`config.mk`:
```
export PLATFORM = sky130hd
export DESIGN_NAME = szc_serial_port
export DESIGN_NICKNAME = d
export VERILOG_FILES = /design/src/common/szc_pkg.sv /design/src/common/szc_stream_if.sv /design/src/hw/szc_fifo.sv /design/src/hw/szc_serial_port.sv
export SDC_FILE = /design/constraint.sdc
export NUM_CORES = 1
export LEC_CHECK = 0
export ABC_AREA = 1
export BUFFER_PORTS_ARGS = -buffer_cell sky130_fd_sc_hd__buf_2
export CAP_MARGIN = 25
export CORE_MARGIN = 2
export CORE_UTILIZATION = 45
export DETAILED_ROUTE_END_ITERATION = 8
export GPL_ROUTABILITY_DRIVEN = 0
export SLEW_MARGIN = 25
export SYNTH_ARGS = -nofsm -noshare
export SYNTH_HDL_FRONTEND = slang
export SYNTH_SLANG_ARGS = --single-unit
```
`constraint.sdc`:
```
create_clock -name ref_clk -period 2.8 [get_ports ref_clk]
set_clock_uncertainty 0.2 [all_clocks]
set_input_delay 0.28 -clock ref_clk [delete_from_list [all_inputs] [get_ports ref_clk]]
set_output_delay 0.28 -clock ref_clk [all_outputs]
set_load 0.01 [all_outputs]
```
`src/common/szc_pkg.sv`:
```
// Package with register addresses, field positions and timing constants for serial port zero.
`default_nettype none
package szc_pkg;
  localparam logic [7:0] CTRL_ADDR      = 8'h98;
  localparam logic [7:0] BUF_ADDR       = 8'h99;
  localparam logic [7:0] CTRL_RESET     = 8'h00;
  localparam logic [7:0] BUF_RESET      = 8'h00;
  localparam int         F_MODE_HI      = 7;
  localparam int         F_MODE_MID     = 6;
  localparam int         F_MODE_LO      = 5;
  localparam int         F_RX_EN        = 4;
  localparam int         F_TX_NINTH     = 3;
  localparam int         F_RX_NINTH     = 2;
  localparam int         F_TX_DONE      = 1;
  localparam int         F_RX_DONE      = 0;
  localparam int         SYNC_SLOW_CLKS = 12;
  localparam int         SYNC_FAST_CLKS = 4;
  localparam int         M2_SLOW_CLKS   = 64;
  localparam int         M2_FAST_CLKS   = 32;
  localparam int         OVERSAMPLE     = 16;
  localparam int         DATA_BITS      = 8;
  localparam int         FIFO_DEPTH     = 32;
  typedef enum logic [1:0] {
    SZC_MODE0,
    SZC_MODE1,
    SZC_MODE2,
    SZC_MODE3
  } szc_mode_e;
endpackage
`default_nettype wire

```
`src/common/szc_stream_if.sv`:
```
// Interface carrying a valid/ready byte stream between the port and its FIFO.
`default_nettype none
interface szc_stream_if #(parameter int WIDTH = 8);
  logic [WIDTH-1:0] data;
  logic             valid;
  logic             ready;
  modport src (output data, output valid, input ready);
  modport snk (input data, input valid, output ready);
endinterface
`default_nettype wire

```
`src/hw/szc_fifo.sv`:
```
// Synchronous FIFO with valid/ready on both sides.
`default_nettype none
module szc_fifo #(
  parameter int WIDTH = 8,
  parameter int DEPTH = 32
) (
  input  wire logic ref_clk,
  input  wire logic srst,
  input  wire logic clk_en,
  szc_stream_if.snk in_s,
  szc_stream_if.src out_s
);
  localparam int AW = $clog2(DEPTH);
  logic [WIDTH-1:0] mem_q [DEPTH];
  logic [AW-1:0]    wr_q;
  logic [AW-1:0]    rd_q;
  logic [AW:0]      cnt_q;
  logic             push;
  logic             pop;

  assign in_s.ready  = (cnt_q != (AW+1)'(DEPTH));
  assign out_s.valid = (cnt_q != '0);
  assign out_s.data  = mem_q[rd_q];
  assign push        = clk_en && in_s.valid && in_s.ready;
  assign pop         = clk_en && out_s.valid && out_s.ready;

  always_ff @(posedge ref_clk)
  begin
    if (push)
    begin
      mem_q[wr_q] <= in_s.data;
    end
  end

  always_ff @(posedge ref_clk)
  begin
    if (srst)
    begin
      wr_q  <= '0;
      rd_q  <= '0;
      cnt_q <= '0;
    end
    else
    begin
      if (push)
      begin
        wr_q <= (wr_q == AW'(DEPTH-1)) ? '0 : wr_q + 1'b1;
      end
      if (pop)
      begin
        rd_q <= (rd_q == AW'(DEPTH-1)) ? '0 : rd_q + 1'b1;
      end
      cnt_q <= cnt_q + (AW+1)'(push) - (AW+1)'(pop);
    end
  end
endmodule
`default_nettype wire

```
`src/hw/szc_serial_port.sv`:
```
// Serial port zero: control register, transmit FIFO, transmitter and receiver.
// Operation
// - Mode field 000/001 is synchronous 8-bit, 12 or 4 clocks per bit.
// - Asynchronous modes frame data with one start and one stop bit.
// - Field 010 is mode 1 on selected timer, 011 on timer 1 only.
// - Mode 1 with low bit set raises receive flag only on valid stop.
// - Field 10x is mode 2, 11 bits, 64 or 32 clocks per bit.
// - Field 11x is mode 3, 11 bits, timer baud rate.
// - Modes 2/3 with low bit set ignore frames whose ninth bit is 0.
// - Timer 2 control selection picks timer 1 or 2 baud for modes 1/3.
// - Receive enable gates reception; in mode 0 it starts one reception.
// - Modes 2/3 transmit the ninth transmit bit as ninth data bit.
// - Ninth receive bit captures bit 9, or stop bit in mode 1.
// - Transmit flag set after last data bit; software clears it.
// - Receive flag set after last bit sample; software clears it.
// - Buffer address writes transmit data and reads receive data.
`default_nettype none
module szc_serial_port #(
  parameter int FIFO_WORDS = szc_pkg::FIFO_DEPTH
) (
  input  wire logic       ref_clk,
  input  wire logic       srst,
  input  wire logic       clk_en,
  input  wire logic [7:0] sfr_addr,
  input  wire logic       sfr_wr,
  input  wire logic       sfr_rd,
  input  wire logic [7:0] sfr_wdata,
  output logic      [7:0] sfr_rdata,
  input  wire logic       baud_double_select,
  input  wire logic       timer_two_baud_sel,
  input  wire logic       timer1_baud_tick,
  input  wire logic       timer2_baud_tick,
  output logic            txd_out,
  input  wire logic       rxd_in,
  output logic            rxd_out,
  output logic            rxd_oe,
  output logic            tx_fifo_ready
);
  logic [7:0] ctrl_q;
  logic [7:0] rx_buf_q;
  logic       rxd_m_q;
  logic       rxd_s_q;
  logic       rxd_prev_q;
  logic       t1_q;
  logic       t2_q;
  szc_pkg::szc_mode_e mode;
  logic       low_bit;
  logic       tick16;
  logic [3:0] tx_pre_q;
  logic       tx_tick;
  logic [6:0] div_q;
  logic [6:0] div_len;
  logic       tx_busy_q;
  logic [3:0] tx_cnt_q;
  logic [10:0] tx_sh_q;
  logic       tx_done_set;
  logic       rx_busy_q;
  logic [3:0] rx_cnt_q;
  logic [3:0] rx_pre_q;
  logic [9:0] rx_sh_q;
  logic       rx_done_set;
  logic       rx_ninth_set;
  logic       rx_ninth_val;
  logic [7:0] rx_word;
  logic       m0_phase_q;
  logic [3:0] tx_len;
  logic [3:0] rx_len;
  logic       ctrl_wr;
  logic       tx_load;
  logic       rx_m0_start;
  logic [3:0] tx_flag_cnt;

  szc_stream_if #(.WIDTH(8)) wr_s ();
  szc_stream_if #(.WIDTH(8)) rd_s ();

  szc_fifo #(.WIDTH(8), .DEPTH(FIFO_WORDS)) u_fifo (
    .ref_clk (ref_clk),
    .srst    (srst),
    .clk_en  (clk_en),
    .in_s    (wr_s),
    .out_s   (rd_s)
  );

  assign wr_s.data  = sfr_wdata;
  assign wr_s.valid = sfr_wr && (sfr_addr == szc_pkg::BUF_ADDR);
  assign ctrl_wr    = sfr_wr && (sfr_addr == szc_pkg::CTRL_ADDR);
  assign low_bit    = ctrl_q[szc_pkg::F_MODE_LO];

  // Mode decode from the high and middle field bits.
  always_comb
  begin
    unique case ({ctrl_q[szc_pkg::F_MODE_HI], ctrl_q[szc_pkg::F_MODE_MID]})
      2'b00: mode = szc_pkg::SZC_MODE0;
      2'b01: mode = szc_pkg::SZC_MODE1;
      2'b10: mode = szc_pkg::SZC_MODE2;
      2'b11: mode = szc_pkg::SZC_MODE3;
    endcase
  end

  // Baud source for modes 1 and 3; field 011 forces timer 1.
  always_comb
  begin
    if (mode == szc_pkg::SZC_MODE1 && low_bit)
    begin
      tick16 = t1_q;
    end
    else
    begin
      tick16 = timer_two_baud_sel ? t2_q : t1_q;
    end
  end

  // Mode 0 and mode 2 use a fixed divider, in mode 2 yielding sixteenths of a bit.
  always_comb
  begin
    if (mode == szc_pkg::SZC_MODE0)
    begin
      div_len = low_bit ? 7'(szc_pkg::SYNC_FAST_CLKS / 2 - 1)
                        : 7'(szc_pkg::SYNC_SLOW_CLKS / 2 - 1);
    end
    else
    begin
      div_len = baud_double_select ? 7'(szc_pkg::M2_FAST_CLKS / szc_pkg::OVERSAMPLE - 1)
                                   : 7'(szc_pkg::M2_SLOW_CLKS / szc_pkg::OVERSAMPLE - 1);
    end
  end

  logic div_tick;
  assign div_tick = (div_q == div_len);
  logic os_tick;
  assign os_tick = (mode == szc_pkg::SZC_MODE2) ? div_tick : tick16;
  assign tx_tick = os_tick && (tx_pre_q == 4'(szc_pkg::OVERSAMPLE - 1));

  always_ff @(posedge ref_clk)
  begin
    if (srst)
    begin
      div_q    <= '0;
      tx_pre_q <= '0;
    end
    else if (clk_en)
    begin
      // A new transmission or mode 0 reception restarts the bit timing so that its first bit is full length.
      if (tx_load || rx_m0_start)
      begin
        div_q    <= '0;
        tx_pre_q <= '0;
      end
      else
      begin
        div_q <= div_tick ? '0 : div_q + 1'b1;
        if (os_tick)
        begin
          tx_pre_q <= tx_pre_q + 1'b1;
        end
      end
    end
  end

  // Pin inputs pass two flip-flops.
  always_ff @(posedge ref_clk)
  begin
    if (srst)
    begin
      rxd_m_q    <= 1'b1;
      rxd_s_q    <= 1'b1;
      rxd_prev_q <= 1'b1;
      t1_q       <= 1'b0;
      t2_q       <= 1'b0;
    end
    else if (clk_en)
    begin
      rxd_m_q    <= rxd_in;
      rxd_s_q    <= rxd_m_q;
      rxd_prev_q <= rxd_s_q;
      t1_q       <= timer1_baud_tick;
      t2_q       <= timer2_baud_tick;
    end
  end

  assign tx_len = (mode == szc_pkg::SZC_MODE0) ? 4'(szc_pkg::DATA_BITS)
                : (mode == szc_pkg::SZC_MODE1) ? 4'(szc_pkg::DATA_BITS + 2)
                : 4'(szc_pkg::DATA_BITS + 3);
  assign rx_len = (mode == szc_pkg::SZC_MODE0) ? 4'(szc_pkg::DATA_BITS)
                : 4'(szc_pkg::DATA_BITS + 2);
  assign tx_flag_cnt = (mode == szc_pkg::SZC_MODE0) ? tx_len - 4'd1 : tx_len - 4'd2;

  // Transmitter: pulls a byte from the FIFO and shifts it out LSB first.
  assign rd_s.ready  = clk_en && !tx_busy_q && !rx_busy_q;
  assign tx_load     = rd_s.valid && rd_s.ready;
  assign tx_done_set = clk_en && tx_busy_q && tx_cnt_q == tx_flag_cnt &&
                       (mode == szc_pkg::SZC_MODE0 ? (div_tick && m0_phase_q) : tx_tick);

  always_ff @(posedge ref_clk)
  begin
    if (srst)
    begin
      tx_busy_q  <= 1'b0;
      tx_cnt_q   <= '0;
      tx_sh_q    <= '1;
      m0_phase_q <= 1'b0;
    end
    else if (clk_en)
    begin
      if (rd_s.valid && rd_s.ready)
      begin
        tx_busy_q  <= 1'b1;
        tx_cnt_q   <= '0;
        m0_phase_q <= 1'b0;
        if (mode == szc_pkg::SZC_MODE0)
        begin
          tx_sh_q <= {3'b111, rd_s.data};
        end
        else
        begin
          tx_sh_q <= {1'b1, ctrl_q[szc_pkg::F_TX_NINTH] | (mode == szc_pkg::SZC_MODE1),
                      rd_s.data, 1'b0};
        end
      end
      else if (tx_busy_q)
      begin
        if (mode == szc_pkg::SZC_MODE0 ? div_tick : tx_tick)
        begin
          m0_phase_q <= ~m0_phase_q;
          if (mode != szc_pkg::SZC_MODE0 || m0_phase_q)
          begin
            tx_sh_q  <= {1'b1, tx_sh_q[10:1]};
            tx_cnt_q <= tx_cnt_q + 1'b1;
            if (tx_cnt_q == tx_len - 1'b1)
            begin
              tx_busy_q <= 1'b0;
            end
          end
        end
      end
      else if (rx_m0_start)
      begin
        m0_phase_q <= 1'b0;
      end
      else if (rx_busy_q && mode == szc_pkg::SZC_MODE0 && div_tick)
      begin
        m0_phase_q <= ~m0_phase_q;
      end
    end
  end

  // Receiver: start-bit detect, mid-bit sample at the oversample centre.
  assign rx_word      = rx_sh_q[9:2];
  assign rx_ninth_val = rxd_s_q;
  assign rx_ninth_set = rx_done_set && mode != szc_pkg::SZC_MODE0;
  logic rx_last;
  logic rx_sample;
  assign rx_sample = (mode == szc_pkg::SZC_MODE0) ? (div_tick && m0_phase_q)
                   : (os_tick && rx_pre_q == 4'(szc_pkg::OVERSAMPLE / 2 - 1));
  assign rx_last   = rx_busy_q && rx_sample && rx_cnt_q == rx_len - 1'b1;
  assign rx_m0_start = ctrl_wr && !tx_busy_q && !rx_busy_q && !sfr_wdata[szc_pkg::F_MODE_HI]
                       && !sfr_wdata[szc_pkg::F_MODE_MID] && sfr_wdata[szc_pkg::F_RX_EN]
                       && !sfr_wdata[szc_pkg::F_RX_DONE];

  always_comb
  begin
    rx_done_set = 1'b0;
    if (rx_last)
    begin
      unique case (mode)
        szc_pkg::SZC_MODE0: rx_done_set = 1'b1;
        szc_pkg::SZC_MODE1: rx_done_set = !low_bit || rxd_s_q;
        szc_pkg::SZC_MODE2,
        szc_pkg::SZC_MODE3: rx_done_set = !low_bit || rxd_s_q;
      endcase
    end
  end

  always_ff @(posedge ref_clk)
  begin
    if (srst)
    begin
      rx_busy_q <= 1'b0;
      rx_cnt_q  <= '0;
      rx_pre_q  <= '0;
      rx_sh_q   <= '0;
      rx_buf_q  <= szc_pkg::BUF_RESET;
    end
    else if (clk_en)
    begin
      if (!rx_busy_q && (rx_m0_start || (mode != szc_pkg::SZC_MODE0 &&
          ctrl_q[szc_pkg::F_RX_EN] && rxd_prev_q && !rxd_s_q)))
      begin
        rx_busy_q <= 1'b1;
        rx_cnt_q  <= '0;
        rx_pre_q  <= '0;
      end
      else if (!ctrl_q[szc_pkg::F_RX_EN])
      begin
        rx_busy_q <= 1'b0;
      end
      else if (rx_busy_q)
      begin
        if (os_tick)
        begin
          rx_pre_q <= rx_pre_q + 1'b1;
        end
        if (rx_sample)
        begin
          rx_sh_q  <= {rxd_s_q, rx_sh_q[9:1]};
          rx_cnt_q <= rx_cnt_q + 1'b1;
          if (mode != szc_pkg::SZC_MODE0 && rx_cnt_q == '0 && rxd_s_q)
          begin
            rx_busy_q <= 1'b0;
          end
          if (rx_last)
          begin
            rx_busy_q <= 1'b0;
            if (rx_done_set)
            begin
              rx_buf_q <= (mode == szc_pkg::SZC_MODE0) ? {rxd_s_q, rx_sh_q[9:3]} : rx_word;
            end
          end
        end
      end
    end
  end

  // Control register; hardware flag sets win over a software write.
  always_ff @(posedge ref_clk)
  begin
    if (srst)
    begin
      ctrl_q <= szc_pkg::CTRL_RESET;
    end
    else if (clk_en)
    begin
      if (ctrl_wr)
      begin
        ctrl_q <= sfr_wdata;
      end
      if (tx_done_set)
      begin
        ctrl_q[szc_pkg::F_TX_DONE] <= 1'b1;
      end
      if (rx_done_set)
      begin
        ctrl_q[szc_pkg::F_RX_DONE] <= 1'b1;
      end
      if (rx_ninth_set)
      begin
        ctrl_q[szc_pkg::F_RX_NINTH] <= rx_ninth_val;
      end
      if (mode == szc_pkg::SZC_MODE0 && rx_last)
      begin
        ctrl_q[szc_pkg::F_RX_EN] <= 1'b0;
      end
    end
  end

  // Registered outputs: read data and pin drive.
  always_ff @(posedge ref_clk)
  begin
    if (srst)
    begin
      sfr_rdata     <= '0;
      txd_out       <= 1'b1;
      rxd_out       <= 1'b1;
      rxd_oe        <= 1'b0;
      tx_fifo_ready <= 1'b1;
    end
    else if (clk_en)
    begin
      if (sfr_rd)
      begin
        sfr_rdata <= (sfr_addr == szc_pkg::CTRL_ADDR) ? ctrl_q
                   : (sfr_addr == szc_pkg::BUF_ADDR) ? rx_buf_q : '0;
      end
      tx_fifo_ready <= wr_s.ready;
      if (mode == szc_pkg::SZC_MODE0)
      begin
        txd_out <= !((tx_busy_q || rx_busy_q) && !m0_phase_q);
        rxd_out <= tx_sh_q[0];
        rxd_oe  <= tx_busy_q;
      end
      else
      begin
        txd_out <= tx_busy_q ? tx_sh_q[0] : 1'b1;
        rxd_out <= 1'b1;
        rxd_oe  <= 1'b0;
      end
    end
  end
endmodule
`default_nettype wire

```
Word-level counts from Yosys, hierarchy flattened
Memory sizes are Yosys's and may differ from the RTL's. A register that Yosys moved wholly into a read port is not among the register bits.
Cells that the tools add are included.
- add/sub/neg operators: 12
- equality and inequality tests: 18
- multiplexer cells: 71
- bitwise operators: 3
- reduce and logical (&&, ||, !) cells: 81
- operators with widths (cell ; count):
    $mux 4 ; 15
    $mux 11 ; 4
    $logic_and 1x1->1 ; 35
    $mux 1 ; 34
    $reduce_bool 2->1 ; 13
    $mux 5 ; 5
    $mux 8 ; 3
    $add 4x1->4 const B ; 4
    $eq 8x8->1 const B ; 2
    $mux 7 ; 2
    $reduce_and 2->1 ; 7
    $eq 4x4->1 ; 3
    $reduce_and 4->1 ; 3
    $add 5x1->5 const B ; 2
    $eq 5x5->1 const B ; 2
    $mux 10 ; 1
    $logic_not 1->1 ; 9
    $eq 2x2->1 const B ; 4
    $pmux 2 s4 ; 1
    $sub 4x1->4 const B ; 2
    $add 7x1->7 const B ; 1
    $eq 7x7->1 ; 1
    $reduce_and 7->1 ; 1
    $add 6x1->6 ; 1
    20 further kinds ; 30
- register bits: 96
- RAM bits: 256
- input port bits: 26
- output and inout port bits: 12
- memories: 1
- memories (memory ; words ; bits a word ; read ports ; clocked after memory_dff ; wr ports ; line ; RTL):
    u_fifo.mem_q ; 32 ; 8 ; 1 ; 1 ; 1 ; szc_fifo.sv:14 ; logic [WIDTH-1:0] mem_q [DEPTH];

Logic depth before layout (Yosys ltp)
- depth after elaboration: 15
- gate-level depth with buffers: 17
- depth with buffers taken out: 17

Hierarchy
A second synthesis with hierarchy kept.
- cells, all modules: 1596
- area total of the unflattened synthesis: 15632.5 µm²
- by module, submodules not included (module ; times used ; cells an instance ; area an instance (µm²)):
    szc_fifo ; 1 ; 1045 ; 11664.9
    szc_serial_port ; 1 ; 551 ; 3967.6

Worst setup path after synthesis
Ideal clock, no wire load.
- kind: input to register
- start point: in clk_en
- end point: reg u_fifo.cnt_q[4]
- setup time: 0.119 ns
- arrival: 2.351 ns
- required time: 2.481 ns
- path slack: 0.130 ns
- cell stages on the path: 16
- buffers on the path: 1
- cells stage by stage: clkbuf_2 > inv_1 > nor3_1 > nand2_2 > clkinv_1 > ha_1 > inv_1 > ha_1 > inv_1 > fa_1 > nor2_1 > nor2_1 > nor2_1 > nor2_1 > o21ai_0 > a21oi_1
- cells in the longest elaborated chain, start to end: 4
- elaborated cells on any way between the ends: 8
- ends and longest elaborated chain (item ; line ; RTL):
    start: declaration ; szc_serial_port.sv:23 ; input wire logic clk_en,
    $logic_and 1x1->1 (on tied branches) (2 in series) ; szc_fifo.sv:24, szc_serial_port.sv:189 ;
    $add 6x1->6 / $logic_and 1x1->1 (equally long branches) ; szc_fifo.sv:53, szc_fifo.sv:25 ;
    $sub 6x1->6 (*) ; szc_fifo.sv:53 ; cnt_q <= cnt_q + (AW+1)'(push) - (AW+1)'(pop);
    end signal: assignment ; szc_fifo.sv:53 ;
    end: declaration ; szc_fifo.sv:17 ; logic [AW:0] cnt_q;
Every way passes the cells marked *; elsewhere a longest branch is shown, timed or not.
A chain may end at the register's enable or synchronous reset.

Worst setup path in the final report
- start point: reg u_fifo.cnt_q[2]
- end point: reg u_fifo.cnt_q[4]
- cells in the longest elaborated chain, start to end: 4
- elaborated cells on any way between the ends: 7
- ends and longest elaborated chain (item ; line):
    $ne 6x6->1 / $reduce_bool 6->1 (equally long branches) ; szc_fifo.sv:21, szc_fifo.sv:22
    $logic_and 1x1->1 (on tied branches) ; szc_fifo.sv:24, szc_fifo.sv:25
    $add 6x1->6 / $logic_and 1x1->1 (equally long branches) ; szc_fifo.sv:53, szc_fifo.sv:25
    $sub 6x1->6 (*) ; szc_fifo.sv:53
Marks and branches as above.

==> results.md <==
* Hold_buf cts at 5
* Vias in the first global route at 10400
* H-tree Lvls at 2
* Register area at 9650 um^2
* Sequential element share of the synthesized area at 64.1%
* Largest net degree at the start of global routing at 81
* Vias per Instance at 5.51
* First-iteration detailed-routing DRC count at 822
* Worst EP required at 3.01 ns
* Yosys top cell area share at 51.0%
* Worst slew margin at 50.6%
* Top cells by count, synth: edfxtp_1 (256), nor2_1 (234), o21ai_0 (173), nand3_1 (127), nand2_1 (108)
* Gate Count Post-Synth at 1402
* Reg power frac at 44.0%
* Row Count at 66
* Final period util at 92.6%
* Mean Syn Cell Area at 10.7 um^2
* Crit-path max FO at 3
* FFs w/ async S/R, synth at 0%
* Status: complete, no violations
* Top_reg_cell synth: edfxtp_1
* Cell accounting for the most synthesized area: edfxtp_1
* Sw Share at 29.1%
* Clock Path Buffers at 3
* Root Driver: clkbuf_16
* GRT Residual Overflow at 0
* 1st-pass router iterations at 7
* Max Freq at 386 MHz
* Placed Area at 16000 um^2
* Top-count cell post-synth: edfxtp_1
* Internal at 9490 uW
* Max cap viols at 0
* Hpwl dp at 22600 um
* Cell leakage power at 0.00615 uW
* Clock Latency Late Sink at 0.53 ns
* Worst R2R End: u_fifo.cnt_q[4]
* R2R depth at 16
* Num CTS Buffers at 39
* Initial antenna violation count at 0
* Core Region at 32800 um^2
* Design Area, Final at 17300 um^2
* Setup Total Neg Slack at 0 ns
* Multi-input logic area at 4740 um^2
* Clock group share of total power at 36.9%
* Pins Over Slew Limit at 0
* Chip height at 187 um
* Post-CTS sizing at 0
* Sw power at 3890 uW
* Fillers at 2914
* Number of flops mapped to enable cells by yosys at 256
* Share of cells above drive strength 1 at 12.9%
* Hold Crit Class: input port to flop
* Reg2reg start: u_fifo.cnt_q[2]
* Logic gate share of total power at 19.1%
* Die ar. at 34900 um^2
* Starting Density at 45.9%
* Area grow syn2layout at 14.8%
* Startpoint Class: flop
* RSZ-0062 raised after global routing: no
* Crit path from: u_fifo.cnt_q[2]
* Tmin final at 2.59 ns
* Slew @ Worst Pin at 0.739 ns
* TritonCTS clock tree: yes
* Setup Crit Path Kind: flop to flop
* Pwr dens at 774 nW/um^2
* Worst Setup End Kind: flop
* CP endpoint: u_fifo.cnt_q[4]
* WL final at 36900 um
* WL/cell at 19.0 um
* Area contributors post-synth: edfxtp_1 (51%), dfxtp_1 (13%), nor2_1 (5.8%)
* First-pass GRT wire length at 58200 um
* PortBufs at 37
* Post-CTS Setup Inserts at 0
* Data arrival, critical path at 2.80 ns
* Diode count at 0
* Yosys reg bits at 354
* NumNets Final at 1522
* Worst VDD drop at 0.606 mV
* Drc violations at 0
* Reg clk slew, reported paths at 0.06 ns
* Die Width at 187 um
* Clock Sinks at 354
* Mapped Area at 15100 um^2
* Worst R2R Setup Slack at 0.21 ns
* Netlist cell types at 50
* Syn nets at 1451
* Fin. Hold Viols at 0
* I/O pin count at 38
* Post-route ant nets at 0
* Syn. warnings at 0
* All-Layer GR Usage at 21.1%
* Routed vias at 10700
* Final Setup Violations at 0
## how the worst min path moves through the flow
stage,from,endpoint,slack (ns),cells after the start
2_1_floorplan,sfr_wdata[0],u_fifo.mem_q[0][0],0.18,0
3_3_place_gp,rxd_m_q,rxd_m_q,0.24,2
3_5_place_dp,rxd_m_q,rxd_m_q,0.25,2
4_1_cts,sfr_addr[0],sfr_rdata[0],0.002,6
5_1_grt,sfr_addr[0],sfr_rdata[0],0.07,6
6_report,sfr_addr[0],sfr_rdata[0],0.01,6
## layout by cell type (no fill, tap or decap), types with 4 or more instances in the layout
cell type	synthesis	layout
edfxtp_1	256	256
mux2i_1	4	4
xor2_1	9	9
buf_4	1	58
inv_1	79	78
clkinv_1	3	7
clkinv_2	0	8
o211ai_1	24	24
nand3_1	127	127
o221ai_1	51	51
clkbuf_16	0	39
o22ai_1	14	14
nor2_1	234	234
clkbuf_1	52	14
nand2_2	6	6
a21oi_1	50	50
dfxtp_1	98	96
buf_2	15	37
nand2_1	108	108
nor2_2	4	4
ha_1	22	22
buf_12	0	6
dlygate4sd3_1	0	5
nor3_1	18	18
o21ai_0	173	173
nand4_1	6	6
inv_2	4	4
## critical path, stage by stage (launching register included)
cell and delay [ns]:
dfxtp_1 0.32, inv_1 0.07, ha_1 0.16, nand4_1 0.12, nand2_2 0.08, clkinv_1 0.08
ha_1 0.27, inv_1 0.05, ha_1 0.16, inv_1 0.06, fa_1 0.39, nor2_1 0.12
nor2_1 0.05, nor2_1 0.09, nor2_1 0.06, o21ai_0 0.15, a21oi_1 0.05
## state kept, by name (all words and copies together) (netlist names), 5 cells and up, named ones only
signal	flops
ctrl_q	8
div_q	7
rx_buf_q	8
rx_sh_q	8
sfr_rdata	8
tx_sh_q	10
u_fifo.cnt_q	6
u_fifo.mem_q	256
u_fifo.rd_q	5
u_fifo.wr_q	5
## cell families (layout without fill, tap and decap cells)
family                     Yosys count  after routing  share of synthesized area [%]
AOI/OAI and AO/OA                  328            328                           13.1
xor gates and xnor gates            10             10                          0.582
adders and majority gates           23             23                           1.96
buffers and inverters              163            264                           4.44
DFF                                354            354                           64.1
muxes                                4              4                          0.266
and+or+nand+nor                    520            520                           15.6
## cell type report
| class | count | area share, % |
|---|---|---|
| clock buffers | 54 | 6.03 |
| clock inverters | 17 | 1.03 |
| inverters | 87 | 1.91 |
| multi-input cells | 885 | 27.4 |
| flip-flops and latches | 354 | 55.8 |
| well taps | 442 | 3.20 |
| repair buffers | 106 | 4.57 |
## power groups by stage
stage               logic (uW)  clock network [uW]  registers (uW)
CTS                       2580                5020            5880
floorplan                 1750                   0            5930
finish                    2560                4940            5880
detailed placement        2560                   0            6000
global route              2890                5220            5900
global placement          2510                   0            5990
## stage by stage
step           hold slack, ns  setup WS, ns  util, %  total power (uW)  instances
3_5_place_dp            0.252         0.223     48.9              8560       1869
4_1_cts               0.00165         0.215     52.7             13500       1945
3_3_place_gp            0.242         0.241     48.9              8510       1869
6_report               0.0133         0.208     52.7             13400       1945
5_1_grt                0.0725       0.00445     52.7             14000       1945
2_1_floorplan           0.179         0.130        -              7680       1402
## routing by layer
layer / global-route usage, % / part of all wire, % / wire [um]
met1: 30.0 / 46 / 17200
met2: 34.0 / 46 / 16900
met3: 2.89 / 5.4 / 1980
met4: 5.98 / 2.2 / 814
met5: 0 / 0 / 0
(Power assumes the default switching activity.)
